===== config.mk =====
export PLATFORM = sky130hd
export DESIGN_NAME = flash_command_control
export DESIGN_NICKNAME = d
export VERILOG_FILES = /design/src/shared/flash_cmd_pkg.sv /design/src/hw/flash_command_control.sv
export VERILOG_INCLUDE_DIRS = /design/src /design/src/shared
export SDC_FILE = /design/constraint.sdc
export NUM_CORES = 1
export LEC_CHECK = 0
export BUFFER_PORTS_ARGS = -buffer_cell sky130_fd_sc_hd__buf_2
export CELL_PAD_IN_SITES_DETAIL_PLACEMENT = 0
export CELL_PAD_IN_SITES_GLOBAL_PLACEMENT = 2
export CORE_ASPECT_RATIO = 1.5
export CORE_MARGIN = 10
export CORE_UTILIZATION = 31
export CTS_CLUSTER_DIAMETER = 60
export CTS_CLUSTER_SIZE = 10
export DETAILED_ROUTE_END_ITERATION = 12
export PLACE_DENSITY_LB_ADDON = 0.25
export SETUP_SLACK_MARGIN = 0.5
export SYNTH_ARGS = -nofsm -noshare
export SYNTH_HDL_FRONTEND = slang
export SYNTH_SLANG_ARGS = --single-unit

===== constraint.sdc =====
create_clock -name i_ref_clk -period 6.9 [get_ports i_ref_clk]
set_clock_uncertainty 0.2 [all_clocks]
set_input_delay 0.69 -clock i_ref_clk [delete_from_list [all_inputs] [get_ports i_ref_clk]]
set_output_delay 0.69 -clock i_ref_clk [all_outputs]
set_load 0.005 [all_outputs]

===== src/shared/flash_cmd_consts.svh =====
// register offsets, field positions, reset values and keys of the flash command block
`ifndef FLASH_CMD_CONSTS_SVH
`define FLASH_CMD_CONSTS_SVH

// ----------------------------------------
// register byte offsets
// ----------------------------------------
`define OFS_KEY        8'h04
`define OFS_OPT_KEY    8'h08
`define OFS_STATUS     8'h0C
`define OFS_CTRL       8'h10
`define OFS_ADDR       8'h14
`define OFS_OBCS       8'h1C
`define OFS_WRP        8'h20

// ----------------------------------------
// command control fields
// ----------------------------------------
`define CTRL_PROGRAM   0
`define CTRL_PAGE      1
`define CTRL_FULL      2
`define CTRL_OPT_PROG  4
`define CTRL_OPT_WIPE  5
`define CTRL_LAUNCH    6
`define CTRL_LOCK      7
`define CTRL_PERMIT    9
`define CTRL_FAULT_IE  10
`define CTRL_DONE_IE   12
`define CTRL_RELOAD    13
`define CTRL_RESET     32'h0000_0080
`define CTRL_STORE     32'h0000_1637

// ----------------------------------------
// status fields
// ----------------------------------------
`define STS_BUSY       0
`define STS_PFAULT     2
`define STS_GFAULT     4
`define STS_DONE       5

// ----------------------------------------
// option status fields
// ----------------------------------------
`define OBCS_ERR       0
`define OBCS_LVL_LO    1
`define OBCS_WDOG      8
`define OBCS_STOP      9
`define OBCS_STDBY     10
`define OBCS_BOOT1     12
`define OBCS_VDDA      13
`define OBCS_PARITY    14
`define OBCS_D0_LO     16
`define OBCS_D1_LO     24

// ----------------------------------------
// unlock keys, values arbitrary
// ----------------------------------------
`define KEY_FIRST      32'h1357_2468
`define KEY_SECOND     32'h8642_7531

`endif


===== src/shared/flash_cmd_pkg.sv =====
// types of the flash command block
package flash_cmd_pkg;

   typedef enum logic [1:0] {
      SEQ_IDLE  = 2'b00,
      SEQ_ISSUE = 2'b01,
      SEQ_WAIT  = 2'b11
   } seq_state_t;

   typedef enum logic [2:0] {
      OP_NONE      = 3'h0,
      OP_PROGRAM   = 3'h1,
      OP_PAGE_WIPE = 3'h2,
      OP_FULL_WIPE = 3'h3,
      OP_OPT_PROG  = 3'h4,
      OP_OPT_WIPE  = 3'h5
   } flash_op_t;

   typedef struct packed {
      flash_op_t   op;
      logic [31:0] addr;
   } flash_cmd_t;

   typedef struct packed {
      logic        done;
      logic        prog_fault;
      logic        guard_fault;
      logic        addr_valid;
      logic [31:0] addr;
   } flash_rsp_t;

   // byte 0 read guard, 1 user, 2 data low, 3 data high, 4..7 sector mask
   typedef struct packed {
      logic [7:0][7:0] val;
      logic [7:0][7:0] inv;
   } opt_image_t;

   typedef struct packed {
      seq_state_t  seq;
      flash_op_t   op;
      logic [31:0] ctrl;
      logic [31:0] addr;
      logic        busy;
      logic        pfault;
      logic        gfault;
      logic        done;
      logic        key_stage;
      logic [31:0] obcs;
      logic [31:0] wrp;
      logic        ack;
      logic [31:0] rdata;
      logic        reload;
      logic        sysrst;
      logic        boot;
   } regs_t;

endpackage


===== src/hw/flash_command_control.sv =====
// command, lock and option status logic of the embedded flash controller
`timescale 1ns/1ps
`default_nettype none
`include "flash_cmd_consts.svh"
module flash_command_control
   import flash_cmd_pkg::*;
#(
   parameter logic [7:0] RDP_OPEN_CODE = 8'h5A,
   parameter logic [7:0] RDP_FULL_CODE = 8'hC3
) (
   // clock and reset
   input  wire logic                     i_ref_clk,
   input  wire logic                     i_rst,
   // wishbone slave
   input  wire logic                     i_wb_cyc,
   input  wire logic                     i_wb_stb,
   input  wire logic                     i_wb_we,
   input  wire logic [31:0]              i_wb_adr,
   input  wire logic [31:0]              i_wb_dat,
   input  wire logic [3:0]               i_wb_sel,
   output logic      [31:0]              o_wb_dat,
   output logic                          o_wb_ack,
   // flash array
   output flash_cmd_pkg::flash_cmd_t     o_flash_cmd,
   output logic                          o_flash_cmd_valid,
   input  wire flash_cmd_pkg::flash_rsp_t i_flash_rsp,
   // option byte store
   output logic                          o_opt_load_req,
   input  wire logic                     i_opt_valid,
   input  wire flash_cmd_pkg::opt_image_t i_opt_image,
   // system
   output logic                          o_sys_reset_req,
   output logic                          o_busy,
   output logic                          o_irq
);
   import flash_cmd_pkg::*;

   localparam regs_t REGS_RESET = '{seq: SEQ_IDLE, op: OP_NONE, ctrl: `CTRL_RESET, boot: 1'b1, default: '0};

   regs_t           q;
   regs_t           d;
   logic [7:0][7:0] byte_fix;
   logic [7:0]      byte_ok;
   logic            opt_err;
   logic [1:0]      guard_lvl;
   logic [31:0]     obcs_load;
   logic            hit;
   logic            wr;
   logic            rd;
   logic            mapped;
   logic [31:0]     wmask;
   logic [31:0]     ctrl_new;
   logic            wr_ctrl;
   logic            launch_try;
   logic [4:0]      op_bits;
   flash_op_t       op_sel;
   logic            one_hot;

   // ----------------------------------------
   // option image check
   // ----------------------------------------
   for (genvar g = 0; g < 8; g++) begin : g_opt_byte
      assign byte_ok[g]  = (i_opt_image.val[g] == ~i_opt_image.inv[g]);
      assign byte_fix[g] = byte_ok[g] ? i_opt_image.val[g] : 8'hFF;
   end

   assign opt_err   = ~&byte_ok;
   assign guard_lvl = (byte_fix[0] == RDP_OPEN_CODE) ? 2'b00 :
                      (byte_fix[0] == RDP_FULL_CODE) ? 2'b10 : 2'b01;

   always_comb begin
      obcs_load                               = '0;
      obcs_load[`OBCS_ERR]                    = opt_err;
      obcs_load[`OBCS_LVL_LO +: 2]            = guard_lvl;
      obcs_load[`OBCS_WDOG]                   = byte_fix[1][0];
      obcs_load[`OBCS_STOP]                   = byte_fix[1][1];
      obcs_load[`OBCS_STDBY]                  = byte_fix[1][2];
      obcs_load[`OBCS_BOOT1]                  = byte_fix[1][3];
      obcs_load[`OBCS_VDDA]                   = byte_fix[1][4];
      obcs_load[`OBCS_PARITY]                 = byte_fix[1][5];
      obcs_load[`OBCS_D0_LO +: 8]             = byte_fix[2];
      obcs_load[`OBCS_D1_LO +: 8]             = byte_fix[3];
   end

   // ----------------------------------------
   // bus decode
   // ----------------------------------------
   assign hit    = i_wb_cyc & i_wb_stb & ~q.ack;
   assign wr     = hit & i_wb_we;
   assign rd     = hit & ~i_wb_we;
   assign mapped = (i_wb_adr[31:8] == 24'h00_0000);
   assign wmask  = {{8{i_wb_sel[3]}}, {8{i_wb_sel[2]}}, {8{i_wb_sel[1]}}, {8{i_wb_sel[0]}}};
   assign wr_ctrl = wr & mapped & (i_wb_adr[7:0] == `OFS_CTRL);

   // ----------------------------------------
   // operation decode
   // ----------------------------------------
   always_comb begin
      ctrl_new = (q.ctrl & ~wmask) | (i_wb_dat & wmask);
      op_bits  = {ctrl_new[`CTRL_OPT_WIPE], ctrl_new[`CTRL_OPT_PROG], ctrl_new[`CTRL_FULL],
                  ctrl_new[`CTRL_PAGE], ctrl_new[`CTRL_PROGRAM]};
      one_hot  = (op_bits != 5'h00) && ((op_bits & (op_bits - 5'h01)) == 5'h00);
      case (op_bits)
         5'h01:   op_sel = OP_PROGRAM;
         5'h02:   op_sel = OP_PAGE_WIPE;
         5'h04:   op_sel = OP_FULL_WIPE;
         5'h08:   op_sel = OP_OPT_PROG;
         5'h10:   op_sel = OP_OPT_WIPE;
         default: op_sel = OP_NONE;
      endcase
      launch_try = wr_ctrl & ~q.ctrl[`CTRL_LOCK] & ctrl_new[`CTRL_LAUNCH] & (q.seq == SEQ_IDLE);
   end

   // ----------------------------------------
   // next state
   // ----------------------------------------
   always_comb begin
      d        = q;
      d.ack    = hit;
      d.reload = q.boot;
      d.sysrst = 1'b0;
      d.boot   = 1'b0;
      if (rd) begin
         d.rdata = 32'h0000_0000;
         if (mapped) begin
            case (i_wb_adr[7:0])
               `OFS_STATUS: begin
                  d.rdata[`STS_BUSY]   = q.busy;
                  d.rdata[`STS_PFAULT] = q.pfault;
                  d.rdata[`STS_GFAULT] = q.gfault;
                  d.rdata[`STS_DONE]   = q.done;
               end
               `OFS_CTRL: d.rdata = q.ctrl;
               `OFS_ADDR: d.rdata = q.addr;
               `OFS_OBCS: d.rdata = q.obcs;
               `OFS_WRP:  d.rdata = q.wrp;
               default:   d.rdata = 32'h0000_0000;
            endcase
         end
      end
      // software writes
      if (wr && mapped) begin
         case (i_wb_adr[7:0])
            `OFS_KEY: begin
               if (i_wb_sel == 4'hF && !q.key_stage && i_wb_dat == `KEY_FIRST) begin
                  d.key_stage = 1'b1;
               end else if (i_wb_sel == 4'hF && q.key_stage && i_wb_dat == `KEY_SECOND) begin
                  d.key_stage           = 1'b0;
                  d.ctrl[`CTRL_LOCK]    = 1'b0;
               end else begin
                  d.key_stage = 1'b0;
               end
            end
            `OFS_STATUS: begin
               if (wmask[`STS_PFAULT] && i_wb_dat[`STS_PFAULT]) d.pfault = 1'b0;
               if (wmask[`STS_GFAULT] && i_wb_dat[`STS_GFAULT]) d.gfault = 1'b0;
               if (wmask[`STS_DONE] && i_wb_dat[`STS_DONE]) d.done = 1'b0;
            end
            `OFS_CTRL: begin
               if (!q.ctrl[`CTRL_LOCK]) begin
                  d.ctrl                = (ctrl_new & `CTRL_STORE) | `CTRL_RESET & ctrl_new;
                  d.ctrl[`CTRL_LOCK]    = ctrl_new[`CTRL_LOCK];
                  d.ctrl[`CTRL_LAUNCH]  = q.ctrl[`CTRL_LAUNCH];
                  d.ctrl[`CTRL_RELOAD]  = 1'b0;
                  if (ctrl_new[`CTRL_RELOAD]) begin
                     d.reload = 1'b1;
                     d.sysrst = 1'b1;
                  end
               end
            end
            `OFS_ADDR: begin
               if (!q.ctrl[`CTRL_LOCK] && !q.busy) d.addr = (q.addr & ~wmask) | (i_wb_dat & wmask);
            end
            default: d.key_stage = q.key_stage;
         endcase
      end
      // sequencer, hardware sets win over software clears
      case (q.seq)
         SEQ_IDLE: begin
            if (launch_try && one_hot) begin
               if (op_sel == OP_OPT_PROG && !ctrl_new[`CTRL_PERMIT]) begin
                  d.gfault = 1'b1;
               end else begin
                  d.ctrl[`CTRL_LAUNCH] = 1'b1;
                  d.busy               = 1'b1;
                  d.op                 = op_sel;
                  d.seq                = SEQ_ISSUE;
               end
            end
         end
         SEQ_ISSUE: d.seq = SEQ_WAIT;
         SEQ_WAIT: begin
            if (i_flash_rsp.done) begin
               d.seq                = SEQ_IDLE;
               d.busy               = 1'b0;
               d.ctrl[`CTRL_LAUNCH] = 1'b0;
               d.done               = 1'b1;
               d.op                 = OP_NONE;
               if (i_flash_rsp.prog_fault) d.pfault = 1'b1;
               if (i_flash_rsp.guard_fault) d.gfault = 1'b1;
            end
         end
         default: d.seq = SEQ_IDLE;
      endcase
      if (q.busy && i_flash_rsp.addr_valid) d.addr = i_flash_rsp.addr;
      if (i_opt_valid) begin
         d.obcs = obcs_load;
         d.wrp  = {byte_fix[7], byte_fix[6], byte_fix[5], byte_fix[4]};
      end
   end

   always_ff @(posedge i_ref_clk) begin
      if (i_rst) begin
         q <= REGS_RESET;
      end else begin
         q <= d;
      end
   end

   // ----------------------------------------
   // outputs
   // ----------------------------------------
   assign o_wb_dat          = q.rdata;
   assign o_wb_ack          = q.ack;
   assign o_flash_cmd_valid = (q.seq == SEQ_ISSUE);
   assign o_flash_cmd       = '{op: q.op, addr: q.addr};
   assign o_opt_load_req    = q.reload;
   assign o_sys_reset_req   = q.sysrst;
   assign o_busy            = q.busy;
   assign o_irq             = (q.ctrl[`CTRL_FAULT_IE] & (q.pfault | q.gfault))
                            | (q.ctrl[`CTRL_DONE_IE] & q.done);
endmodule // flash_command_control
`default_nettype wire


Word level (Yosys, flattened, before mapping) --
Index checks and enable logic that the tools add are counted. Widths: inputs -> output; s select.
Storage, ports and cells: register bits after elaboration 148, logic and storage cells 179
Operators by class: eq/ne operators 32, mux-type cells 59, reduce and logical (&&, ||, !) cells 35, bitwise logic cells 34, $add $sub $neg 1
Operator list (number):
- $mux 32 | 4
- $pmux 26 s4 | 1
- $and 32x32->32 | 2
- $eq 8x8->1 | 8
- $mux 8 | 8
- $not 8->8 | 8
- $mux 39 | 1
- $eq 32x29->1 const B | 1
- $eq 32x32->1 const B | 1
- $not 32->32 | 1
- $or 32x32->32 | 1
- $eq 8x5->1 const B | 3
- $logic_not 24->1 | 1
- $mux 1 | 19
- $mux 5 | 3
- $pmux 3 s5 | 1
- $and 13x14->14 | 1
- $or 14x14->14 | 1
- $logic_and 1x1->1 | 13
- $or 13x8->13 | 1
- $mux 2 | 6
- $and 1x1->1 | 11
- $pmux 1 s5 | 2
- $reduce_bool 2->1 | 5
- other kinds (39) | 58

Logic depth before layout (Yosys ltp) --
Gate-level depths: netlist of the first run.
depth after elaboration 11, depth in mapped cells 9, gate-level depth less buffers 7

Worst setup path after synthesis of the first run --
No wires, ideal clock.
kind input to register, start point input port i_wb_adr[3], end point register q (netlist bit o_flash_cmd[34]), cell stages on the path 7, path buffers 1, data arrival time 2.374 ns, setup time 0.121 ns, path slack 4.206 ns, cells stage by stage buf_2 -> or3_4 -> nor3_4 -> and4_1 -> o211ai_1 -> o21ai_2 -> mux2_2
On the way: cells in the longest elaborated chain, start to end 8
RTL lines:
- start, declared | RTL line flash_command_control.sv:18 | input wire logic [31:0] i_wb_adr,
- $eq 8x5->1
- $and 1x1->1 | RTL line flash_command_control.sv:93 | assign wr_ctrl = wr & mapped & (i_wb_adr[7:0] == `OFS_CTRL);
- $and 1x1->1 (3 in series) | RTL line flash_command_control.sv:111 | launch_try = wr_ctrl & ~q.ctrl[`CTRL_LOCK] & ctrl_new[`CTRL_LAUNCH] & (q.seq == SEQ_IDLE);
- $logic_and 1x1->1 | RTL line flash_command_control.sv:180 | if (launch_try && one_hot) begin
- $ne 2x1->1 (no source line)
- $reduce_and 4->1 (no source line)
- end signal, assigned | RTL line flash_command_control.sv:214 | q <= REGS_RESET;
- end signal, assigned | RTL line flash_command_control.sv:216 | q <= d;
- end, declared | RTL line flash_command_control.sv:40 | regs_t q;
Every way passes these cells. A chain may end at the register's enable or synchronous reset.

Worst setup path after layout of the first run --
start point input port i_wb_adr[5], end point register q (netlist bit o_wb_dat[5])
On the way: cells in the longest elaborated chain, start to end 3, elaborated cells on any way between the ends 6, those cells by class eq/ne (4); mux (2)
RTL lines:
- $eq 8x6->1, or another cell as far along | RTL line flash_command_control.sv:126 | case (i_wb_adr[7:0])
- $pmux 2 s4 (*) | RTL line flash_command_control.sv:126
- $mux 32 (*) | RTL line flash_command_control.sv:125 | if (mapped) begin
Mark *: on every way between the ends. The rest lies on a longest branch, timed or not.

==> run metrics, run 1 <==
synthesized area per cell 8.624 sq um; Final ANT Viol Nets 0; die footprint 34650 sq um; first-pass GRT wire length 51250 microns; synthesized flop and latch total 145; worst slew pin tran 1067 ps; top cells by area, synth dfxtp_1 (34%), nor2_1 (6.2%), buf_4 (5.9%), xor2_1 (5.0%), a211oi_1 (5.0%); IO Port Bufs 310; Hold Path Stages 2; grt ovf 0; Die W 155.4 microns; Initial Util 0.3130; Fin. Hold Viols 0; mapped cell area 8521 sq um; Hold Path Class flip-flop to flip-flop; Setup violations, final 0; R2R Setup Slk 4440 ps; pre-CTS setup slack 3506 ps; clk_lat worst skew 430 ps; Final WS setup 3921 ps; Worst Setup End Kind flip-flop; Clock Sinks 145; post_cts resized 0; area leader, netlist dfxtp_1; simple-gate share of the synthesized area 0.2195; Hold EP o_opt_load_req; most frequent cells in the layout buf_2 (308), dfxtp_1 (145), nor2_1 (140); Post-CTS Setup Repair Bufs 0; crit start category input port; mux cell area share after synthesis 0.05800; Max IR drop VDD 0.1948 mV; crit path time final 2979 ps; hold_ws 249.2 ps; nets 1434; slew margin rel. 0.2879; largest family of logic cells by synthesized area simple AND/OR/NAND/NOR gates; maximum fanout along the worst path 17; Reg clk slew, reported paths 60 ps; gr usage total 0.1912; IO Count 311; Placer Congestion 0.8727; post-synthesis compound-gate area fraction 0.2081; Crit Path Category input port to flip-flop; Gate Count Post-Synth 988; setup TNS 0 ps; DP Wirelength 27120 microns; clock buffer depth 2; Post-Synth XOR/XNOR Area 0.06887; Post-Layout Cell Count 1549; number of flops mapped to enable cells by yosys 0; CTS HTree Levels 4; top cell type's share of synthesized area 0.3407; DRT iter0 DRCs 671; fmax 335.7 MHz; share of layout cells above drive strength 1 0.3455; CP arrival 3130 ps; RR Endpoint o_flash_cmd[29]; top_reg_cell synth dfxtp_1; # DRC 0; largest net degree at the start of global routing 94; Via-to-Cell Ratio 5.352; Cells after DPL 1516; chip height 223.1 microns; power density cells 204.9 nW/um^2; wire per inst 22.57 microns; most common cell after layout, fill and taps aside buf_2; initial antenna violation count 3; DR vias 8291; RR Startpoint o_busy; Root Buffer clkbuf_16; RSZ-0062 raised after global routing false; Synth cell types 69; Detailed Routing Iterations Pass 1 6; Rows 74; R2R depth 4; area added between synthesis and finish 22.09%; hold_buf cts 0; Period Utilization, post-route 0.4318; max-slew violations 0; Async SR Flop Fraction 0; CTS Buf Count 17; Core ar. 27220 sq um; HP Start q[0]; post-synth net total 1229; Synth Warn # 0; Pleak 4.335 nW; outcome completed; sequential-to-total area share from yosys stat 0.3407; Post-Synth Adder-Cell Area 0.004405; Critical Path RT 7050 ps; TritonCTS clock tree yes; vias in the first global route 8499; WL final 34960 microns; Max Cap Viol 0
## metrics by stage
stage	power, W	area, sq um	utilization
floorplan	0.001009	8521	-
global placement	0.001134	9764	0.3587
detailed placement	0.001135	9764	0.3587
CTS	0.002153	10400	0.3819
global route	0.002207	10400	0.3821
finish	0.002131	10400	0.3821
## power by group
group	total (W)	internal (W)	leakage (nW)	switching [W]
combinational	0.000237	0.000106	2.85	0.000131
clock	0.00102	0.000645	0.301	0.000371
sequential	0.000879	0.000862	1.19	0.0000169
total	0.00213	0.00161	4.34	0.000519
## critical path, stage by stage
cell and delay [ps]:
buf_2 120, nor4b_1 720, and3_1 760, buf_4 360, a22oi_1 120, nand2_1 90, nand3_1 80, a21oi_1 170
## layer usage
metal	global-route usage	share of wire	vias up
met2	0.3502	0.53	282
met3	0.04814	0.061	35
met5	0	0	-
li1	-	-	4004
met1	0.2050	0.38	3970
met4	0.06810	0.024	0
## synth_stat cells (17+ instances only)
cell type / n
dfxtp_1: 145
nand3_1: 17
mux2_2: 27
clkbuf_1: 46
a222oi_1: 19
xnor2_1: 18
a221oi_2: 21
nor2_1: 141
nand2_1: 49
a2bb2oi_1: 25
a21oi_1: 27
buf_4: 67
a211oi_1: 57
nor3_1: 77
xor2_1: 49
mux2i_1: 19
## sequential cells by signal (all words and copies together) (netlist names), named ones only
signal / cells
o_flash_cmd: 35
o_opt_load_req: 1
o_wb_ack: 1
o_wb_dat: 32
o_busy: 1
q: 72
o_sys_reset_req: 1
## layout make-up
cell class | instances | area, sq um
clock buffer | 19 | 442.9
clock inverter | 11 | 187.7
sequential | 145 | 2903
inverter | 12 | 45.04
timing repair buffer | 319 | 1624
multi-input combinational | 698 | 4765
fill | 2908 | 16820
tap | 342 | 427.9
antenna | 3 | 7.507
## cells by family (layout without fill, tap and decap cells)
kind of cell / Yosys count / in the layout
other cells: 0 / 3
fa+ha+maj: 3 / 3
mux: 46 / 46
xor+xnor: 67 / 67
compound gates: 209 / 209
buf+inv: 145 / 361
flops: 145 / 145
simple gates: 373 / 373
## how the worst max path moves through the flow
stage	from	to
after detailed placement	i_wb_adr[5]	o_wb_dat[5]
after global routing	i_wb_adr[5]	o_wb_dat[5]
after CTS	i_wb_adr[5]	o_wb_dat[5]
after floorplan	i_wb_adr[3]	o_flash_cmd[34]
final	i_wb_adr[5]	o_wb_dat[5]
after global placement	i_wb_adr[5]	o_flash_cmd[34]
Note: power is estimated with default switching activity, not from simulation.
==> run 2: changes to the inputs <==
Settings changed: CORE_UTILIZATION 31 to 28.
Clock period 6.9 ns to 2.9 ns, I/O delays scaled along.
==> run metrics, run 2 (same netlist as run 1, synthesis figures left out) <==
most frequent cells in the layout buf_2 (308), dfxtp_1 (145), nor2_1 (140) (unchanged); area added between synthesis and finish 29.50% (was 22.09%); wire per inst 21.88 microns (was 22.57 microns); Worst Setup End Kind flip-flop (unchanged); Max IR drop VDD 0.3296 mV (was 0.1948 mV); Critical Path RT 3000 ps (was 7050 ps); vias in the first global route 8836 (was 8499); worst slew pin tran 835.4 ps (was 1067 ps); chip height 233.7 microns (was 223.1 microns); hold_ws 17.48 ps (was 249.2 ps); first-pass GRT wire length 54140 microns (was 51250 microns); fmax 431.8 MHz; Final ANT Viol Nets 0 (unchanged); largest net degree at the start of global routing 70 (was 94); grt ovf 0 (unchanged); Clock Sinks 145 (unchanged); IO Count 311 (unchanged); Core ar. 30160 sq um (was 27220 sq um); Period Utilization, post-route 0.7986; setup TNS 0 ps (unchanged); Reg clk slew, reported paths 60 ps (about the same); CTS Buf Count 17 (unchanged); share of layout cells above drive strength 1 0.3459 (was 0.3455); max-slew violations 0 (unchanged); initial antenna violation count 6 (was 3); final core area utilization 0.3659 (was 0.3821); Pleak 4.612 nW (was 4.335 nW); die footprint 37950 sq um (was 34650 sq um); Rows 78 (was 74); Final WS setup 584.1 ps (was 3921 ps); crit start category flip-flop (was input port); Initial Util 0.2825 (was 0.3130); Hold Path Class input port to flip-flop (was flip-flop to flip-flop); CTS HTree Levels 4 (unchanged); clk_lat worst skew 420 ps (was 430 ps); Setup violations, final 0 (unchanged); DRT iter0 DRCs 419 (was 671); Die W 162.4 microns (was 155.4 microns); DR vias 8416 (was 8291); Crit Path Category flip-flop to flip-flop (was input port to flip-flop); # DRC 0 (unchanged); Fin. Hold Viols 0 (unchanged); WL final 36660 microns (was 34960 microns); DP Wirelength 28480 microns (was 27120 microns); Max Cap Viol 0 (unchanged); TritonCTS clock tree yes (unchanged); gr usage total 0.1863 (was 0.1912); RSZ-0062 raised after global routing true (was false); Root Buffer clkbuf_16 (unchanged); Placer Congestion 0.8653 (was 0.8727); IO Port Bufs 310 (unchanged); Via-to-Cell Ratio 5.024 (was 5.352); total power 0.004824 W (was 0.002131 W); clock buffer depth 2 (unchanged); Largest Register q (unchanged); maximum fanout along the worst path 32 (was 17); Largest register FFs 72 (unchanged); crit path time final 2316 ps; power density cells 437.2 nW/um^2 (was 204.9 nW/um^2); CP arrival 2410 ps (was 3130 ps); outcome completed (unchanged); Detailed Routing Iterations Pass 1 6 (unchanged); nets 1500 (was 1434); pre-CTS setup slack 229.9 ps (was 3506 ps); slew margin rel. 0.4431 (was 0.2879); Filler cells 3201 (was 2908); most common cell after layout, fill and taps aside buf_2 (unchanged); Post-CTS Setup Repair Bufs 0 (unchanged)
## run 2: cell types whose count changed in the layout (fill, tap and decap cells not counted)
| cell | delta |
|---|---|
| buf_12 | +3 |
| buf_4 | +20 |
| bufinv_16 | -4 |
| clkbuf_1 | +1 |
| clkbuf_8 | +1 |
| clkinv_2 | +4 |
| clkinv_4 | +1 |
| clkinvlp_4 | -1 |
| dlygate4sd3_1 | +43 |
## run 2: worst paths after layout
path / start / to / slack [ps] / cells after the start
setup reg to reg: o_wb_ack / o_flash_cmd[29] / 580 / 6
hold / removal: i_flash_rsp[7] / o_flash_cmd[7] / 20 / 3
hold reg to reg: q[0] / o_opt_load_req / 250 / 2
setup / recovery: o_wb_ack / o_flash_cmd[29] / 580 / 6
## run 2: layout make-up
class	count	area, sq um	share of cell area
multi-input combinational	698	4765	0.4318
sequential	145	2903	0.2631
timing repair buffer	385	2265	0.2052
tap	400	500.5	0.04536
clock buffer	21	460.4	0.04173
clock inverter	11	88.84	0.008051
inverter	12	45.04	0.004082
antenna	3	7.507	0.0006804
## run 2: worst max-delay path: stages (launching register included)
cell	delay, ps
dfxtp_1	320
nand3b_1	210
nor2_1	230
nand3_2	210
o41a_4	650
a221oi_1	290
nor3_1	70
## run 2: metal layers
metal / routed length, microns / up-vias / global-route usage
met4: 551 / 6 / 0.05017
li1: - / 4127 / -
met2: 20120 / 248 / 0.3526
met5: 27 / - / 0
met1: 14050 / 4007 / 0.2003
met3: 1914 / 28 / 0.04352
## run 2: per-stage QoR
stage               std cells  area (sq um)
floorplan                 988          8521
detailed placement       1597         10050
global route             1675         11030
finish                   1675         11030
CTS                      1672         11030
global placement         1597         10050
## run 2: power by group
part	switching (W)	leakage, nW	internal (W)
clock network	0.000889	0.272	0.00122
logic	0.000328	3.15	0.000303
registers	0.0000368	1.19	0.00205
total	0.00125	4.61	0.00357
## run 2: what timing repair did
action | in CTS | in global routing
setup endpoints to repair | 0 | 10
resized for setup | 0 | 0
endpoints found under the hold margin | 43 | 0
hold buffers | 43 | 0
==> run 3: changes to the inputs <==
Clock period 2.9 ns to 2.2 ns, I/O delays scaled along.
==> run metrics, run 3 (same netlist as run 1, synthesis figures left out) <==
max-slew violations 0 (unchanged); worst slew pin tran 442.7 ps (was 835.4 ps); Worst Setup End Kind flip-flop (unchanged); setup TNS 0 ps (unchanged); IO Count 311 (unchanged); clk_lat worst skew 430 ps (was 420 ps); Die W 162.4 microns (unchanged); DP Wirelength 29310 microns (was 28480 microns); RSZ-0062 raised after global routing true (unchanged); Final Cell Area 13020 sq um (was 11030 sq um); RR Endpoint q[173] (was o_flash_cmd[29]); Critical Path RT 2370 ps (was 3000 ps); area added between synthesis and finish 52.78% (was 29.50%); pre-CTS setup slack -277.4 ps (was 229.9 ps); Detailed Routing Iterations Pass 1 7 (was 6); Reg clk slew, reported paths 60 ps (about the same); largest net degree at the start of global routing 73 (was 70); share of layout cells above drive strength 1 0.4343 (was 0.3459); Hold EP q[100] (was o_flash_cmd[7]); Period Utilization, post-route 0.9438 (was 0.7986); Crit path max-delay family simple AND/OR/NAND/NOR gates (was compound AO/OA/AOI/OAI gates); maximum fanout along the worst path 3 (was 32); Final ANT Viol Nets 0 (unchanged); Via-to-Cell Ratio 5.003 (was 5.024); crit path from o_wb_ack (unchanged); wire per inst 21.19 microns (was 21.88 microns); slowest stage delay, CP 330 ps (was 650 ps); Crit Path Category flip-flop to flip-flop (unchanged); nets 1622 (was 1500); Root Buffer clkbuf_16 (unchanged); most common cell after layout, fill and taps aside buf_2 (unchanged); Hold Path Stages 5 (was 3); slew margin rel. 0.6972 (was 0.4431); RR Startpoint o_wb_ack (unchanged); Largest register FFs 72 (unchanged); power density cells 528.5 nW/um^2 (was 437.2 nW/um^2); Max Cap Viol 0 (unchanged); clock buffer depth 2 (unchanged); failing checks negative hold slack; Clock Sinks 145 (unchanged); DP Area 10670 sq um (was 10050 sq um); HP Start i_wb_dat[8] (was i_flash_rsp[7]); most frequent cells in the layout buf_2 (308), dfxtp_1 (140), nor2_1 (126) (was buf_2 (308), dfxtp_1 (145), nor2_1 (140)); critical path cell sequence buf_6 -> nand4b_1 -> nor3_2 -> and4_4 -> o211ai_1 -> buf_4 -> a21bo_4 -> a21oi_2 (was nand3b_1 -> nor2_1 -> nand3_2 -> o41a_4 -> a221oi_1 -> nor3_1); gr usage total 0.1917 (was 0.1863); Initial Util 0.2825 (unchanged); R2R Setup Slk 120 ps (was 580 ps); # DRC 0 (unchanged); grt ovf 0 (unchanged); TritonCTS clock tree yes (unchanged); Max IR drop VDD 0.4584 mV (was 0.3296 mV); CP arrival 2240 ps (was 2410 ps); total power 0.006879 W (was 0.004824 W); Core ar. 30160 sq um (unchanged); crit start category flip-flop (unchanged); CTS HTree Levels 4 (unchanged); initial antenna violation count 5 (was 6); Rows 78 (unchanged); die footprint 37950 sq um (unchanged); Crit-path slowest cell dfxtp_2 (was o41a_4); Setup violations, final 0 (unchanged); DR vias 8985 (was 8416); Final WS setup 123.7 ps (was 584.1 ps); R2R depth 8 (was 6); Fin. Hold Viols 1 (was 0); Placer Congestion 0.8525 (was 0.8653); DRT iter0 DRCs 483 (was 419); fmax 481.6 MHz (was 431.8 MHz); Pleak 5.458 nW (was 4.612 nW); Largest Register q (unchanged); WL final 38060 microns (was 36660 microns); Hold Path Class input port to flip-flop (unchanged); crit path time final 2076 ps (was 2316 ps); outcome finished, violations left (was completed); WP buf/inv 2 (was 0); IO Port Bufs 310 (unchanged); chip height 233.7 microns (unchanged); hold_ws -8.034 ps (was 17.48 ps); first-pass GRT wire length 55800 microns (was 54140 microns); vias in the first global route 9432 (was 8836); CTS Buf Count 17 (unchanged)
## run 3: cell types whose count changed in the layout (fill, tap and decap cells not counted), sizes merged
cell / before / now
dlygate4sd3: 43 / 85
clkbuf: 21 / 25
bufbuf: 0 / 1
buf: 342 / 415
dlymetal6s4s: 0 / 2
clkinv: 8 / 4
bufinv: 1 / 4
## run 3: worst min-delay path, stage by stage
cell	delay, ps
buf_2	90
or4b_2	110
nor3_1	40
nand2_1	60
a21oi_1	50
## run 3: repair_timing
item | 4_1_cts | 5_1_grt
setup buffers | 11 | 6
resized for setup | 54 | 76
hold buffers | 87 | 0
endpoints found under the hold margin | 89 | 0
pin swaps | 42 | 32
cloned | 3 | 5
setup endpoints to repair | 80 | 93
## run 3: layer usage
metal / part of all wire / vias to the layer above / wire length [microns] / track usage
li1: - / 4386 / - / -
met1: 0.38 / 4303 / 14530 / 0.2077
met2: 0.54 / 254 / 20720 / 0.3560
met3: 0.048 / 38 / 1844 / 0.04176
met4: 0.025 / 4 / 942 / 0.06784
met5: 0.00045 / - / 17 / 0
## run 3: metrics by stage
stage,hold WS [ps],utilization,cells
floorplan,47.72,-,988
global placement,232.7,0.3537,1650
detailed placement,229.9,0.3537,1650
CTS,-22.42,0.4147,1782
global route,5.166,0.4317,1796
finish,-8.034,0.4317,1796
## run 3: how the worst max path moves through the flow
stage | endpoint | slack (ps) | cells after the start
after detailed placement | o_flash_cmd[25] | -280 | 9
after global placement | o_flash_cmd[11] | -230 | 9
after CTS | o_flash_cmd[9] | 110 | 9
after floorplan | o_flash_cmd[16] | 20 | 7
after global routing | q[173] | 6 | 8
final | q[173] | 120 | 8
## run 3: cell type report
class,count,area (sq um)
repair buffers,507,3635
multi-input cells,698,5301
clock buffers,21,460.4
flip-flops and latches,145,2909
diodes,3,7.507
fillers,3092,17140
clock inverters,10,158.9
inverters,12,45.04
well taps,400,500.5
## run 3: where the power goes
group          internal (W)  switching, W  leakage [nW]
Sequential          0.00270     0.0000514          1.19
Combinational      0.000517      0.000479          3.97
Clock               0.00195       0.00118         0.299
Total               0.00517       0.00171          5.46
